File: src/hdl/dpwm_defines.svh
// Register indices, field positions and reset values of the dual PWM timer
`ifndef DPWM_DEFINES_SVH
`define DPWM_DEFINES_SVH

// Register indices; byte address is four times the index
`define DPWM_IDX_PRESCALER   8'h84
`define DPWM_IDX_PINFN_DIV   8'h85
`define DPWM_IDX_TIMER_CTRL  8'h86
`define DPWM_IDX_DEAD_ZONE   8'h87
`define DPWM_IDX_T0_COMPARE  8'h88
`define DPWM_IDX_T0_RELOAD   8'h8a
`define DPWM_IDX_T1_COMPARE  8'h8c
`define DPWM_IDX_T1_RELOAD   8'h8e
`define DPWM_IDX_IRQ_STATUS  8'h90
`define DPWM_IDX_IRQ_MASK    8'h91
`define DPWM_IDX_T0_COUNT    8'h92
`define DPWM_IDX_T1_COUNT    8'h94

// Timer control fields
`define DPWM_CTRL_RUN0       0
`define DPWM_CTRL_AUTO0      1
`define DPWM_CTRL_INV0       2
`define DPWM_CTRL_COMP       3
`define DPWM_CTRL_RUN1       4
`define DPWM_CTRL_AUTO1      5
`define DPWM_CTRL_INV1       6

// Pin function and divisor fields
`define DPWM_PF_OUT0_LSB     0
`define DPWM_PF_OUT1_LSB     2
`define DPWM_DIV0_LSB        4
`define DPWM_DIV1_LSB        6

// Pin function encodings
`define DPWM_PF_TIMER        2'h2
`define DPWM_PF_CLOCK        2'h3

// Interrupt status bits
`define DPWM_IRQ_T0_ZERO     0
`define DPWM_IRQ_T1_ZERO     1

// Reset values
`define DPWM_RST_BYTE        8'h00
`define DPWM_RST_WORD        16'h0000
`define DPWM_RST_IRQ         2'h0

`endif

File: src/hdl/dpwm_pkg.sv
// Types shared by the dual PWM timer modules
package dpwm_pkg;
  typedef logic [15:0] dpwm_count_t;
  typedef logic [7:0]  dpwm_byte_t;
  typedef logic [1:0]  dpwm_sel_t;
endpackage

File: src/hdl/dpwm_timer.sv
// One 16-bit down-counting PWM timer with clock divisor
`timescale 1ns/100ps
`include "dpwm_defines.svh"
module dpwm_timer
  import dpwm_pkg::*;
(
  // Clock and reset
  input  wire logic        clk_in,
  input  wire logic        rst_n_in,
  // Control
  input  wire logic        base_tick_in,
  input  wire dpwm_sel_t   div_sel_in,
  input  wire logic        run_in,
  input  wire logic        auto_in,
  input  wire logic        inv_in,
  input  wire dpwm_count_t reload_in,
  input  wire dpwm_count_t compare_in,
  // Status
  output dpwm_count_t      count_out,
  output logic             level_out,
  output logic             tick_out,
  output logic             zero_out
);
  logic [2:0]  div_cnt_r;
  logic [2:0]  div_mask;
  logic        tick;
  logic        run_d_r;
  dpwm_count_t cnt_r;
  logic        active_r;
  logic        zero_r;

  always_comb
  begin
    case (div_sel_in)
      2'h0:    div_mask = 3'h0;
      2'h1:    div_mask = 3'h1;
      2'h2:    div_mask = 3'h3;
      default: div_mask = 3'h7;
    endcase
  end

  assign tick = base_tick_in && ((div_cnt_r & div_mask) == div_mask);

  always_ff @(posedge clk_in)
  begin
    if (!rst_n_in)
      div_cnt_r <= 3'h0;
    else if (base_tick_in)
      div_cnt_r <= div_cnt_r + 3'h1;
  end

  always_ff @(posedge clk_in)
  begin
    if (!rst_n_in)
      run_d_r <= 1'b0;
    else
      run_d_r <= run_in;
  end

  // Reload and compare are read live; a new reload value governs the next period, a new compare value already the current one
  always_ff @(posedge clk_in)
  begin
    if (!rst_n_in)
    begin
      cnt_r    <= `DPWM_RST_WORD;
      active_r <= 1'b0;
      zero_r   <= 1'b0;
    end
    else
    begin
      zero_r <= 1'b0;
      if (run_in && !run_d_r)
      begin
        cnt_r    <= reload_in;
        active_r <= 1'b0;
      end
      else if (run_in && tick)
      begin
        if (cnt_r == 16'h0000)
        begin
          zero_r   <= 1'b1;
          active_r <= 1'b0;
          if (auto_in)
            cnt_r <= reload_in;
        end
        else
        begin
          cnt_r <= cnt_r - 16'h0001;
          if ((cnt_r - 16'h0001) == compare_in)
            active_r <= 1'b1;
        end
      end
    end
  end

  // Stopped timer gives a fixed level from the count against compare
  assign level_out = inv_in ^ (run_d_r ? active_r : (cnt_r < compare_in));
  assign count_out = cnt_r;
  assign tick_out  = tick;
  assign zero_out  = zero_r;
endmodule

File: src/hdl/dpwm_deadzone.sv
// Complementary output pair with dead zone
`timescale 1ns/100ps
`include "dpwm_defines.svh"
module dpwm_deadzone
  import dpwm_pkg::*;
(
  // Clock and reset
  input  wire logic       clk_in,
  input  wire logic       rst_n_in,
  // Control
  input  wire logic       tick_in,
  input  wire dpwm_byte_t length_in,
  input  wire logic       level_in,
  // Outputs
  output logic            pos_out,
  output logic            neg_out
);
  logic       held_r;
  dpwm_byte_t dz_cnt_r;

  always_ff @(posedge clk_in)
  begin
    if (!rst_n_in)
    begin
      held_r   <= 1'b0;
      dz_cnt_r <= `DPWM_RST_BYTE;
    end
    else if (level_in != held_r)
    begin
      held_r   <= level_in;
      dz_cnt_r <= length_in;
    end
    else if (tick_in && dz_cnt_r != 8'h00)
      dz_cnt_r <= dz_cnt_r - 8'h01;
  end

  // Both sides idle until the gap has run out
  assign pos_out = (dz_cnt_r == 8'h00) && held_r;
  assign neg_out = (dz_cnt_r == 8'h00) && !held_r;
endmodule

File: src/hdl/dpwm_top.sv
// Dual PWM timer with APB register file, pin multiplexing and interrupt
`timescale 1ns/100ps
`include "dpwm_defines.svh"
module dpwm_top
  import dpwm_pkg::*;
(
  // Clock and reset
  input  wire logic        core_clk_in,
  input  wire logic        rst_n_in,
  // APB slave
  input  wire logic        psel_in,
  input  wire logic        penable_in,
  input  wire logic        pwrite_in,
  input  wire logic [11:0] paddr_in,
  input  wire logic [31:0] pwdata_in,
  input  wire logic [3:0]  pstrb_in,
  output logic [31:0]      prdata_out,
  output logic             pready_out,
  output logic             pslverr_out,
  // Multiplexed sources
  input  wire logic        port_c_bit7_pin_in,
  input  wire logic        sys_error_in,
  input  wire logic        osc_clk_in,
  // Pins and interrupt
  output logic             pwm_output_zero_out,
  output logic             pwm_output_one_out,
  output logic             irq_out
);
  // Registers
  dpwm_byte_t  prescaler_value_r;
  dpwm_byte_t  pin_function_and_divisor_r;
  dpwm_byte_t  timer_control_r;
  dpwm_byte_t  dead_zone_length_r;
  dpwm_count_t timer0_compare_r;
  dpwm_count_t timer0_reload_r;
  dpwm_count_t timer1_compare_r;
  dpwm_count_t timer1_reload_r;
  logic [1:0]  irq_status_r;
  logic [1:0]  irq_mask_r;

  // Bus
  logic        pready_r;
  logic        pslverr_r;
  logic [31:0] prdata_r;
  logic        access;
  logic        wr_en;
  logic [7:0]  idx;
  logic        hit;
  logic [31:0] rd_data;
  logic [1:0]  irq_clear;

  // Tick and timers
  dpwm_byte_t  pre_cnt_r;
  logic        base_tick;
  dpwm_count_t t0_count;
  dpwm_count_t t1_count;
  logic        t0_level;
  logic        t1_level;
  logic        t0_tick;
  logic        t0_zero;
  logic        t1_zero;
  logic        dz_pos;
  logic        dz_neg;
  logic        comp_mode;

  // Pin logic
  logic        osc_meta_r;
  logic        osc_sync_r;
  logic        core_div_r;
  logic        pwm_output_zero_r;
  logic        pwm_output_one_r;
  logic        irq_r;
  logic        out0_nxt;
  logic        out1_nxt;
  dpwm_sel_t   fn0;
  dpwm_sel_t   fn1;

  assign idx       = paddr_in[9:2];
  assign access    = psel_in && penable_in;
  assign wr_en     = access && pready_r && pwrite_in && hit;
  assign comp_mode = timer_control_r[`DPWM_CTRL_COMP];
  assign fn0       = pin_function_and_divisor_r[`DPWM_PF_OUT0_LSB +: 2];
  assign fn1       = pin_function_and_divisor_r[`DPWM_PF_OUT1_LSB +: 2];
  assign irq_clear = (wr_en && pstrb_in[0] && idx == `DPWM_IDX_IRQ_STATUS) ? pwdata_in[1:0] : 2'h0;

  always_comb
  begin
    hit     = 1'b1;
    rd_data = 32'h0000_0000;
    if (paddr_in[11:10] != 2'h0)
      hit = 1'b0;
    else
    begin
      case (idx)
        `DPWM_IDX_PRESCALER:  rd_data = {24'h00_0000, prescaler_value_r};
        `DPWM_IDX_PINFN_DIV:  rd_data = {24'h00_0000, pin_function_and_divisor_r};
        `DPWM_IDX_TIMER_CTRL: rd_data = {24'h00_0000, timer_control_r};
        `DPWM_IDX_DEAD_ZONE:  rd_data = {24'h00_0000, dead_zone_length_r};
        `DPWM_IDX_T0_COMPARE: rd_data = {16'h0000, timer0_compare_r};
        `DPWM_IDX_T0_RELOAD:  rd_data = {16'h0000, timer0_reload_r};
        `DPWM_IDX_T1_COMPARE: rd_data = {16'h0000, timer1_compare_r};
        `DPWM_IDX_T1_RELOAD:  rd_data = {16'h0000, timer1_reload_r};
        `DPWM_IDX_IRQ_STATUS: rd_data = {30'h0000_0000, irq_status_r};
        `DPWM_IDX_IRQ_MASK:   rd_data = {30'h0000_0000, irq_mask_r};
        `DPWM_IDX_T0_COUNT:   rd_data = {16'h0000, t0_count};
        `DPWM_IDX_T1_COUNT:   rd_data = {16'h0000, t1_count};
        default:              hit = 1'b0;
      endcase
    end
  end

  // One wait state: pready rises in the second access cycle
  always_ff @(posedge core_clk_in)
  begin
    if (!rst_n_in)
    begin
      pready_r  <= 1'b0;
      pslverr_r <= 1'b0;
      prdata_r  <= 32'h0000_0000;
    end
    else if (access && !pready_r)
    begin
      pready_r  <= 1'b1;
      pslverr_r <= !hit;
      prdata_r  <= pwrite_in ? 32'h0000_0000 : rd_data;
    end
    else
    begin
      pready_r  <= 1'b0;
      pslverr_r <= 1'b0;
    end
  end

  // Byte registers use lane 0, halfword registers lanes 0 and 1
  always_ff @(posedge core_clk_in)
  begin
    if (!rst_n_in)
    begin
      prescaler_value_r          <= `DPWM_RST_BYTE;
      pin_function_and_divisor_r <= `DPWM_RST_BYTE;
      timer_control_r            <= `DPWM_RST_BYTE;
      dead_zone_length_r         <= `DPWM_RST_BYTE;
    end
    else if (wr_en && pstrb_in[0])
    begin
      case (idx)
        `DPWM_IDX_PRESCALER:  prescaler_value_r          <= pwdata_in[7:0];
        `DPWM_IDX_PINFN_DIV:  pin_function_and_divisor_r <= pwdata_in[7:0];
        `DPWM_IDX_TIMER_CTRL: timer_control_r            <= pwdata_in[7:0];
        `DPWM_IDX_DEAD_ZONE:  dead_zone_length_r         <= pwdata_in[7:0];
        default:              ;
      endcase
    end
  end

  always_ff @(posedge core_clk_in)
  begin
    if (!rst_n_in)
    begin
      timer0_compare_r <= `DPWM_RST_WORD;
      timer0_reload_r  <= `DPWM_RST_WORD;
      timer1_compare_r <= `DPWM_RST_WORD;
      timer1_reload_r  <= `DPWM_RST_WORD;
    end
    else if (wr_en)
    begin
      for (int b = 0; b < 2; b++)
      begin
        if (pstrb_in[b])
        begin
          case (idx)
            `DPWM_IDX_T0_COMPARE: timer0_compare_r[b*8 +: 8] <= pwdata_in[b*8 +: 8];
            `DPWM_IDX_T0_RELOAD:  timer0_reload_r[b*8 +: 8]  <= pwdata_in[b*8 +: 8];
            `DPWM_IDX_T1_COMPARE: timer1_compare_r[b*8 +: 8] <= pwdata_in[b*8 +: 8];
            `DPWM_IDX_T1_RELOAD:  timer1_reload_r[b*8 +: 8]  <= pwdata_in[b*8 +: 8];
            default:              ;
          endcase
        end
      end
    end
  end

  always_ff @(posedge core_clk_in)
  begin
    if (!rst_n_in)
      irq_mask_r <= `DPWM_RST_IRQ;
    else if (wr_en && pstrb_in[0] && idx == `DPWM_IDX_IRQ_MASK)
      irq_mask_r <= pwdata_in[1:0];
  end

  // A new zero event wins over a simultaneous write-one clear
  always_ff @(posedge core_clk_in)
  begin
    if (!rst_n_in)
      irq_status_r <= `DPWM_RST_IRQ;
    else
      irq_status_r <= (irq_status_r & ~irq_clear) | {t1_zero, t0_zero};
  end

  always_ff @(posedge core_clk_in)
  begin
    if (!rst_n_in)
      irq_r <= 1'b0;
    else
      irq_r <= |(irq_status_r & irq_mask_r);
  end

  // Shared prescaler
  assign base_tick = (pre_cnt_r == prescaler_value_r);

  always_ff @(posedge core_clk_in)
  begin
    if (!rst_n_in)
      pre_cnt_r <= `DPWM_RST_BYTE;
    else if (base_tick || pre_cnt_r > prescaler_value_r)
      pre_cnt_r <= 8'h00;
    else
      pre_cnt_r <= pre_cnt_r + 8'h01;
  end

  dpwm_timer u_timer0 (
    .clk_in       (core_clk_in),
    .rst_n_in     (rst_n_in),
    .base_tick_in (base_tick),
    .div_sel_in   (pin_function_and_divisor_r[`DPWM_DIV0_LSB +: 2]),
    .run_in       (timer_control_r[`DPWM_CTRL_RUN0]),
    .auto_in      (timer_control_r[`DPWM_CTRL_AUTO0]),
    .inv_in       (timer_control_r[`DPWM_CTRL_INV0]),
    .reload_in    (timer0_reload_r),
    .compare_in   (timer0_compare_r),
    .count_out    (t0_count),
    .level_out    (t0_level),
    .tick_out     (t0_tick),
    .zero_out     (t0_zero)
  );

  dpwm_timer u_timer1 (
    .clk_in       (core_clk_in),
    .rst_n_in     (rst_n_in),
    .base_tick_in (base_tick),
    .div_sel_in   (pin_function_and_divisor_r[`DPWM_DIV1_LSB +: 2]),
    .run_in       (timer_control_r[`DPWM_CTRL_RUN1]),
    .auto_in      (timer_control_r[`DPWM_CTRL_AUTO1]),
    .inv_in       (timer_control_r[`DPWM_CTRL_INV1]),
    .reload_in    (timer1_reload_r),
    .compare_in   (timer1_compare_r),
    .count_out    (t1_count),
    .level_out    (t1_level),
    .tick_out     (),
    .zero_out     (t1_zero)
  );

  dpwm_deadzone u_deadzone (
    .clk_in    (core_clk_in),
    .rst_n_in  (rst_n_in),
    .tick_in   (t0_tick),
    .length_in (dead_zone_length_r),
    .level_in  (t0_level),
    .pos_out   (dz_pos),
    .neg_out   (dz_neg)
  );

  // Oscillator clock is only a sampled copy, aliased above 100 MHz
  always_ff @(posedge core_clk_in)
  begin
    if (!rst_n_in)
    begin
      osc_meta_r <= 1'b0;
      osc_sync_r <= 1'b0;
    end
    else
    begin
      osc_meta_r <= osc_clk_in;
      osc_sync_r <= osc_meta_r;
    end
  end

  always_comb
  begin
    if (!fn0[1])
      out0_nxt = port_c_bit7_pin_in;
    else if (fn0 == `DPWM_PF_TIMER)
      out0_nxt = comp_mode ? dz_pos : t0_level;
    else
      out0_nxt = core_div_r;
    if (!fn1[1])
      out1_nxt = sys_error_in;
    else if (fn1 == `DPWM_PF_TIMER)
      out1_nxt = comp_mode ? dz_neg : t1_level;
    else
      out1_nxt = osc_sync_r;
  end

  // Core clock seen on the pin runs at half rate from a flop
  always_ff @(posedge core_clk_in)
  begin
    if (!rst_n_in)
    begin
      core_div_r <= 1'b0;
      pwm_output_zero_r     <= 1'b0;
      pwm_output_one_r     <= 1'b0;
    end
    else
    begin
      core_div_r <= !core_div_r;
      pwm_output_zero_r     <= out0_nxt;
      pwm_output_one_r     <= out1_nxt;
    end
  end

  assign prdata_out          = prdata_r;
  assign pready_out          = pready_r;
  assign pslverr_out         = pslverr_r;
  assign pwm_output_zero_out = pwm_output_zero_r;
  assign pwm_output_one_out  = pwm_output_one_r;
  assign irq_out             = irq_r;
endmodule

File: config.mk
export PLATFORM = sky130hd
export DESIGN_NAME = dpwm_top
export DESIGN_NICKNAME = d
export VERILOG_FILES = /design/src/hdl/dpwm_pkg.sv /design/src/hdl/dpwm_timer.sv /design/src/hdl/dpwm_deadzone.sv /design/src/hdl/dpwm_top.sv
export VERILOG_INCLUDE_DIRS = /design/src /design/src/hdl
export SDC_FILE = /design/constraint.sdc
export NUM_CORES = 1
export LEC_CHECK = 0
export ABC_AREA = 1
export ABC_CLOCK_PERIOD_IN_PS = 8100
export BUFFER_PORTS_ARGS = -buffer_cell sky130_fd_sc_hd__buf_2
export CAP_MARGIN = 20
export CORE_MARGIN = 2
export CORE_UTILIZATION = 58
export CTS_BUF_LIST = sky130_fd_sc_hd__clkbuf_4 sky130_fd_sc_hd__clkbuf_8
export DETAILED_ROUTE_END_ITERATION = 12
export GPL_TIMING_DRIVEN = 1
export PLACE_DENSITY = 0.89
export SKIP_LAST_GASP = 1
export SYNTH_ARGS = -nofsm -noshare
export SYNTH_HDL_FRONTEND = slang
export SYNTH_HIERARCHICAL = 1
export SYNTH_SLANG_ARGS = --single-unit
File: constraint.sdc
create_clock -name core_clk_in -period 8.1 [get_ports core_clk_in]
set_clock_uncertainty 0.2 [all_clocks]
set_input_delay 1.215 -clock core_clk_in [delete_from_list [all_inputs] [get_ports core_clk_in]]
set_output_delay 1.215 -clock core_clk_in [all_outputs]
set_load 0.1 [all_outputs]
Word level (Yosys, flattened, before mapping)
Cells that the tools add are included.

Reductions and logical operators: 60. Bitwise gates (word level): 11. Muxes and demuxes: 33. Add/sub/neg operators: 6. Magnitude comparators: 3. Eq/ne operators: 26.

Operators by type and width (count): one-hot mux 16 bit (12 select lines) (1); 2-to-1 mux 16 bit (9); == test 8 bit (second input constant) (12); == test 16 bit (2); zero test 16 bit (2); less-than comparator 16 bit (2); 2-to-1 mux 32 bit (1); subtractor 16 x 1 -> 16 bit (second input constant) (2); AND reduction 3 bit (8); one-hot mux 3 bit (3 select lines) (2); AND reduction 2 bit (9); logical AND 1 bit (17); 2-to-1 mux 1 bit (17); 2-to-1 mux 8 bit (2); nonzero test 2 bit (6); OR reduction 12 bit (1); adder 8 x 1 -> 8 bit (second input constant) (1); == test 2 bit (second input constant) (4); == test 8 bit (1); greater-than comparator 8 bit (1); zero test 8 bit (1); nonzero test 8 bit (1); OR reduction 2 bit (4); subtractor 8 x 1 -> 8 bit (second input constant) (1); other kinds (16) (32).

Bits of input ports: 56. Register bits: 201. Output and inout port bits: 37. Logic and storage cells: 175.

Depth between registers and ports, before layout
Gate-level depths: netlist (run 1).

Word-level depth: 11. Gate-level depth with buffers: 19.

Hierarchy
The synthesis (run 1) kept the hierarchy.

Modules (own cells, without submodules): dpwm_top (cells an instance 896, area an instance 6172.2 um2, times used 1); dpwm_timer (cells an instance 385, area an instance 2247.2 um2, times used 2); dpwm_deadzone (cells an instance 103, area an instance 645.6 um2, times used 1).

Worst setup path after synthesis (run 1)
Ideal clock, no wire load.

Path type: in2reg. From: in paddr_in[8]. To: reg pin_function_and_divisor_r[0]. Path buffers: 0. Arrival: 2.620 ns. Slack: 5.166 ns. Data required time: 7.787 ns. Stages: 12. Cell sequence: inv_1 > nand2_1 > nor2_2 > nand2_1 > nand2_1 > nor2_1 > nand2_2 > nand4_4 > nor2_4 > inv_2 > nor2_1 > nor2_1.

Word-level cells in the longest chain between the ends: 7. Elaborated cells between the ends (all ways): 18. Those cells by class: eq/ne (12); mux (2); reduce/logical (4).

Ends and longest elaborated chain: from (decl) (RTL line dpwm_top.sv:14) `input wire logic [11:0] paddr_in,`; == test 8 bit (on tied branches) (RTL line dpwm_top.sv:94, dpwm_top.sv:146); OR reduction 12 bit (no line); 2-to-1 mux 1 bit (RTL line dpwm_top.sv:94) `case (idx)`; 2-to-1 mux 1 bit (RTL line dpwm_top.sv:90) `if (paddr_in[11:10] != 2'h0)`; logical AND 1 bit (RTL line dpwm_top.sv:80) `assign wr_en = access && pready_r && pwrite_in && hit;`; logical AND 1 bit (RTL line dpwm_top.sv:144) `else if (wr_en && pstrb_in[0])`; AND reduction 2 bit (no line) *; to (signal assigned) (RTL line dpwm_top.sv:140) `` pin_function_and_divisor_r <= `DPWM_RST_BYTE; ``; to (signal assigned) (RTL line dpwm_top.sv:148) `` `DPWM_IDX_PINFN_DIV: pin_function_and_divisor_r <= pwdata_in[7:0]; ``; to (decl) (RTL line dpwm_top.sv:31) `dpwm_byte_t pin_function_and_divisor_r;`.

Every way passes the cells marked *; elsewhere a longest branch is shown, timed or not. A chain may end at the register's enable or synchronous reset.

Worst setup path in the final report (run 1)
From: in paddr_in[8]. To: reg timer0_compare_r[13].

Word-level cells in the longest chain between the ends: 6. Elaborated cells between the ends (all ways): 17. Those cells by class: eq/ne (12); mux (2); reduce/logical (3).

Ends and longest elaborated chain: == test 8 bit (on tied branches) (RTL line dpwm_top.sv:94, dpwm_top.sv:171); OR reduction 12 bit (no line); 2-to-1 mux 1 bit (RTL line dpwm_top.sv:94); 2-to-1 mux 1 bit (RTL line dpwm_top.sv:90); logical AND 1 bit (RTL line dpwm_top.sv:80); AND reduction 3 bit (no line) *; to (signal assigned) (RTL line dpwm_top.sv:160) `` timer0_compare_r <= `DPWM_RST_WORD; ``; to (signal, indexed assignment) (RTL line dpwm_top.sv:172) `` `DPWM_IDX_T0_COMPARE: timer0_compare_r[b*8 +: 8] <= pwdata_in[b*8 +: 8]; ``; to (decl) (RTL line dpwm_top.sv:34) `dpwm_count_t timer0_compare_r;`.

Marked as above.

==> results of run 1 <==
## cells in the final DEF, fill, tap and decap left out, types with 3 or more instances in the layout
cell type,instances
clkinvlp_4,5
a21oi_1,96
nand4_1,20
inv_1,151
nor2_4,18
o21ai_0,149
nor2_2,17
dfxtp_1,185
nand2_4,3
or2_2,4
buf_4,4
inv_2,16
nand3b_1,4
nand2_2,10
nor4_1,4
nor2_1,320
clkbuf_8,18
o211ai_1,4
xor2_1,4
clkinv_4,3
nand2_1,437
ha_1,49
conb_1,16
nand3_2,4
o21ai_1,27
a211oi_1,9
nand3_1,140
o21bai_1,4
nor3_1,11
nor3_2,4
buf_2,55
## worst max-delay path, stage by stage
cell and delay, ns:
buf_2 0.10, inv_1 0.04, nand2_1 0.16, nor2_2 0.63, nand2_1 0.33, nand2_1 0.20, nor2_1 0.09, nand2_2 0.12
nand4_2 0.27, nor2_2 0.41, inv_2 0.16, nor2_1 0.14, nor2_1 0.06
## layer usage
metal,part of all wire [%],global-route usage (%),vias to the layer above
met1,41,44.2,5400
met2,45,51.4,661
met5,0,0,-
met4,4.0,12.7,0
met3,10,5.80,101
li1,-,-,5781
## power groups by stage
| stage | sequential (W) | combinational (W) | clock [W] |
|---|---|---|---|
| 2_1_floorplan | 0.000969 | 0.000194 | 0 |
| 3_3_place_gp | 0.000965 | 0.000241 | 0 |
| 3_5_place_dp | 0.000966 | 0.000247 | 0 |
| 4_1_cts | 0.000944 | 0.000248 | 0.000621 |
| 5_1_grt | 0.000947 | 0.000280 | 0.000654 |
| 6_report | 0.000945 | 0.000253 | 0.000617 |
## stage by stage
step | area, um^2 | util (%) | setup slack (ns) | power [W] | hold WS (ns)
floorplan | 11400 | - | 5.17 | 0.00116 | 0.190
global placement | 11600 | 60.4 | 4.00 | 0.00121 | 0.194
detailed placement | 11600 | 60.4 | 3.94 | 0.00121 | 0.199
CTS | 12000 | 62.4 | 4.44 | 0.00181 | 0.221
global route | 12000 | 62.4 | 4.16 | 0.00188 | 0.251
finish | 12000 | 62.4 | 4.32 | 0.00182 | 0.225
## flip-flops by register name, summed over array words and instances (netlist names), 2 cells and up
| register | cells |
|---|---|
| prdata_out | 16 |
| timer0_compare_r | 16 |
| timer0_reload_r | 16 |
| timer1_compare_r | 16 |
| timer1_reload_r | 16 |
| u_timer0/count_out | 16 |
| u_timer1/count_out | 16 |
| dead_zone_length_r | 8 |
| pin_function_and_divisor_r | 8 |
| pre_cnt_r | 8 |
| prescaler_value_r | 8 |
| timer_control_r | 8 |
| u_deadzone/dz_cnt_r | 8 |
| u_timer0/div_cnt_r | 3 |
| u_timer1/div_cnt_r | 3 |
| irq_mask_r | 2 |
| irq_status_r | 2 |
## layout make-up
| type | count | area (um^2) |
|---|---|---|
| clock buffers | 20 | 263 |
| fillers | 1799 | 7250 |
| clock inverters | 11 | 125 |
| well taps | 265 | 332 |
| multi-input cells | 1371 | 6650 |
| repair buffers | 59 | 305 |
| flip-flops and latches | 185 | 3700 |
| inverters | 170 | 648 |
## worst paths after layout
kind / startpoint / endpoint / slack, ns
setup / recovery: paddr_in[8] / timer0_compare_r[13] / 4.32
hold / removal: osc_meta_r / osc_sync_r / 0.22
setup reg to reg: timer0_compare_r[15] / u_deadzone/dz_cnt_r[4] / 4.94
hold reg to reg: osc_meta_r / osc_sync_r / 0.22
==> run_results.csv, run 1 <==
group,metric,value,unit
floorplan,start_util,58.7,%
global_routing,grt_max_degree,102,
clock_network,htreeDepth,4,
place,port_buffers,56,
power_and_ir_drop,seqPwrFrac,52.1,%
floorplan,fp.coreArea,19300,um^2
final_layout,final_nets,1909,
clock_network,cts_buffers,17,
logic_synthesis,syn_area,11300,um^2
critical_path,arrival,3.95,ns
critical_path,cp_max_fo,15,
clock_network,root_buffer,"clkbuf_8",
place,place_hpwl,25000,um
sta,tns,0,ns
critical_path,setup.worst_path.start_class,"primary input",
floorplan,fp.dieW,144,um
final_layout,area_growth,6.35,%
floorplan,fp.dieH,144,um
sta,tightest_slew,0.916,ns
sta,min_period,3.78,ns
clock_network,cts_resized,0,
sta,hold_viol,0,
routing,vias,11900,
final_layout,num_antenna_cells,0,
power_and_ir_drop,p_sw_share,29.2,%
power_and_ir_drop,p_comb_share,13.9,%
power_and_ir_drop,peakVddDrop,0.102,mV
final_layout,final_cells,2081,
floorplan,dieArea,20600,um^2
logic_synthesis,synth.avg_cell_area,6.40,um^2
clock_network,cts_hold_buf,0,
routing,drc,0,
global_routing,grt.total_usage,32.5,%
power_and_ir_drop,p_per_area,151,nW/um^2
global_routing,antenna_found_initial,1,
worst_hold_path,min_path_cells,2,
routing,antenna_left,0,
routing,avgRoutedWirePerCell,16.0,um
job,cap_violations,0,
clock_network,cts_sinks,185,
floorplan,row_count,51,
power_and_ir_drop,p_leak,5.62,nW
routing,dr.pass1.iters,6,
routing,drt_iter0_markers,1519,
power_and_ir_drop,pwr-share-clk,34.0,%
floorplan,boundaryPins,93,
logic_synthesis,ys.warnings.count,6,
global_routing,gr-total-overflow,0,
logic_synthesis,synth_cells,1768,
clock_network,clk_latency,0.48,ns
clock_network,cts_tree,"done",
place,place_inst,2050,
sta,finalCritPeriodShare,46.7,%
sta,fmax,264,MHz
critical_path,rr_worst_depth,16,
run_status,status,"completed",
sta,rsz0062_at_grt,"no",
final_layout,drive_gt1_share,9.80,%
global_routing,grt_pass1_vias,10400,
critical_path,path_class,"primary input to flop",
clock_network,clk_pin_slew,0.10,ns
sta,setup_viol,0,
global_routing,grt_pass1_wl,52900,um
critical_path,cp-end-kind,"flop",
clock_network,clockBufferDepth,2,
sta,maxSlewHeadroom,38.9,%
routing,routed_wl,33400,um
place,gp_congestion,1.07,
power_and_ir_drop,power.switching,0.000529,W
routing,routed_via_density,5.74,
critical_path,critPathRequiredTime,8.26,ns
worst_hold_path,hp-class,"flop to flop",
clock_network,cts_setup_buffers,0,
sta,maxSlewViolCount,0,
power_and_ir_drop,power.internal,0.00129,W
Power figures use the tool's default switching activity.
==> inputs of run 2 (changes only) <==
Settings changed: ABC_AREA 1 to 0, ABC_CLOCK_PERIOD_IN_PS 8100 to 3950.
Clock period 8.1 ns to 3.95 ns, I/O delays scaled along.
==> run_results.csv, run 2 <==
group,metric,value,unit
place,port_buffers,56,
logic_synthesis,synth-simple-area-share,22.6,%
floorplan,fp.dieH,145,um
final_layout,final_nets,1477,
place,place_inst,1617,
critical_path,path_delay_family,"compound AO/OA/AOI/OAI gates",
sta,setup_viol,0,
logic_synthesis,synth_compound_area_share,20.6,%
routing,dr.pass1.iters,7,
logic_synthesis,async_flop_share,0,%
routing,routed_wl,32900,um
critical_path,crit_top_cell,"o21ai_0",
clock_network,cts_sinks,185,
routing,vias,10800,
place,place_hpwl,24100,um
final_layout,area_growth,7.02,%
critical_path,r2r_slack,0.65,ns
logic_synthesis,syn_area,11500,um^2
floorplan,fp.coreArea,19400,um^2
critical_path,startpoint,"timer0_compare_r[10]",
logic_synthesis,synth.avg_cell_area,8.46,um^2
routing,routed-wl-met3,3720,um
critical_path,path_class,"flop to flop",
logic_synthesis,ys.flop_type,"dfxtp_1",
critical_path,crit_buf_inv,2,
logic_synthesis,synth_top_family_by_area,"simple AND/OR/NAND/NOR gates",
clock_network,cts_buffers,17,
critical_path,critPathSlowestCell,"dfxtp_1",
floorplan,dieArea,20900,um^2
clock_network,cts_setup_buffers,0,
critical_path,reg2reg_from,"timer0_compare_r[10]",
logic_synthesis,ys_types,82,
place,dpl_worst_slack,0.359,ns
floorplan,start_util,59.1,%
sta,fin_ws,0.652,ns
global_routing,grt_pass1_vias,9685,
sta,hold_viol,0,
job,cap_violations,0,
global_routing,gr-total-overflow,0,
critical_path,path_depth,12,
run_status,status,"completed",
critical_path,crit_chain,"inv_1 -> ha_1 -> nand4_1 -> or2_2 -> o21ai_0 -> o21ai_0 -> a22oi_1 -> xnor2_1 -> xnor2_1 -> buf_4 -> o21ai_0 -> a31oi_1",
logic_synthesis,synth_xor_area_share,4.20,%
routing,highest_layer,"met5",
critical_path,cp_max_fo,15,
final_layout,multi_input_area,7090,um^2
routing,drc,0,
logic_synthesis,synth_top_cell_by_area,"dfxtp_1",
clock_network,clk_latency,0.48,ns
sta,finalCritPeriodShare,83.5,%
logic_synthesis,ys_seq_area_share,32.3,%
sta,fmax,303,MHz
critical_path,slowest_delay,0.44,ns
clock_network,cts_resized,0,
logic_synthesis,synth_edf_count,0,
logic_synthesis,synth_cells,1354,
power_and_ir_drop,peakVddDrop,0.250,mV
floorplan,row_count,51,
logic_synthesis,synthTopCellsByArea,"dfxtp_1 (32%), mux2i_1 (5.8%), ha_1 (5.3%)",
critical_path,rr_worst_depth,12,
clock_network,clockBufferDepth,2,
final_layout,final_cells,1651,
power_and_ir_drop,p_per_area,310,nW/um^2
sta,tightest_slew,0.956,ns
sta,tns,0,ns
critical_path,setup.worst_path.start_class,"flop",
routing,routed_via_density,6.54,
global_routing,grt.total_usage,31.6,%
routing,avgRoutedWirePerCell,19.9,um
global_routing,grt_max_degree,76,
logic_synthesis,synth_mux_area_share,8.61,%
final_layout,mostFrequentLayoutCell,"dfxtp_1",
sta,maxSlewHeadroom,35.2,%
sta,min_period,3.30,ns
floorplan,boundaryPins,93,
clock_network,root_buffer,"clkbuf_8",
final_layout,nFillCells,1514,
logic_synthesis,yosysMostFrequentCell,"dfxtp_1",
clock_network,cts_hold_buf,0,
critical_path,cp-end-kind,"flop",
clock_network,cts_tree,"done",
floorplan,fp.dieW,145,um
logic_synthesis,synth_seq_cells,185,
worst_hold_path,hp-class,"primary input to flop",
clock_network,clk_pin_slew,0.10,ns
logic_synthesis,synth_top_area_share,32.3,%
critical_path,critPathRequiredTime,4.16,ns
final_layout,drive_gt1_share,13.0,%
power_and_ir_drop,power,0.00380,W
power_and_ir_drop,p_leak,4.35,nW
logic_synthesis,synth_common_cells,"dfxtp_1 (185), nand2_1 (150), o21ai_0 (94), nor2_1 (70), mux2i_1 (66)",
place,gp_congestion,0.954,
routing,antenna_left,0,
routing,drt_iter0_markers,1626,
critical_path,r2r-end,"u_deadzone/dz_cnt_r[3]",
final_layout,register_area,3700,um^2
logic_synthesis,synthAdderAreaFrac,5.35,%
critical_path,arrival,3.51,ns
routing,wl_met2,14900,um
final_layout,mostFrequentLayoutCells,"dfxtp_1 (185), nand2_1 (150), o21ai_0 (94), nor2_1 (70), mux2i_1 (66)",
sta,maxSlewViolCount,0,
global_routing,grt_pass1_wl,51400,um
sta,holdWs,0.122,ns
clock_network,htreeDepth,4,
logic_synthesis,ys.warnings.count,6,
global_routing,antenna_found_initial,2,
routing,wl_met1,12800,um
critical_path,endpoint,"u_deadzone/dz_cnt_r[3]",
sta,rsz0062_at_grt,"no",
[run 2: cell types whose count changed in the layout (fill, tap and decap cells not counted), moves of 22 or more]
cell      delta
nor3_1      +22
inv_1       -98
a21boi_0    +57
nand2_1    -287
xnor2_1     +36
buf_4       +27
nand3_1    -108
nor2b_1     +64
mux2i_1     +66
o21ai_0     -55
o21ai_1     -25
a21oi_1     -49
nor2_1     -250
[run 2: worst min path at each step]
stage	startpoint	endpoint	depth (start not counted)	slack [ns]
after CTS	osc_clk_in	osc_meta_r	2	0.11
after detailed placement	core_div_r	core_div_r	1	0.21
final	osc_clk_in	osc_meta_r	2	0.12
after floorplan	core_div_r	core_div_r	1	0.19
after global routing	osc_clk_in	osc_meta_r	2	0.12
after global placement	core_div_r	core_div_r	1	0.20
[run 2: where the power goes]
part	leakage, nW	switching (W)	internal, W
Sequential	1.49	0.0000387	0.00190
Clock	0.209	0.000711	0.000664
Combinational	2.65	0.000321	0.000160
Total	4.35	0.00107	0.00273
[run 2: logic make-up after synthesis]
logic type,Yosys count
flip-flops,185
AO/OA/AOI/OAI,343
buffers and inverters,157
multiplexers,87
adder cells (fa/ha/maj),49
XOR/XNOR,55
AND/OR/NAND/NOR,477
other,1
[run 2: stage by stage]
| stage | util, % | instance area, um^2 |
|---|---|---|
| final | 63.2 | 12300 |
| after global routing | 63.2 | 12300 |
| after CTS | 63.2 | 12300 |
| after detailed placement | 61.0 | 11800 |
| after global placement | 61.0 | 11800 |
| after floorplan | - | 11500 |
[run 2: layout make-up]
type / instances / area share, %
clock buffer: 19 / 2.13
timing repair buffer: 86 / 4.14
tap: 265 / 2.70
inverter: 55 / 1.68
sequential: 185 / 30.2
multi-input combinational: 1027 / 57.8
antenna: 1 / 0.0204
clock inverter: 13 / 1.36
[run 2: routing by layer]
layer / GRT usage (%) / vias up
li1: - / 4898
met1: 42.3 / 5109
met5: 0 / -
met4: 14.1 / 2
met3: 7.35 / 111
met2: 48.6 / 684
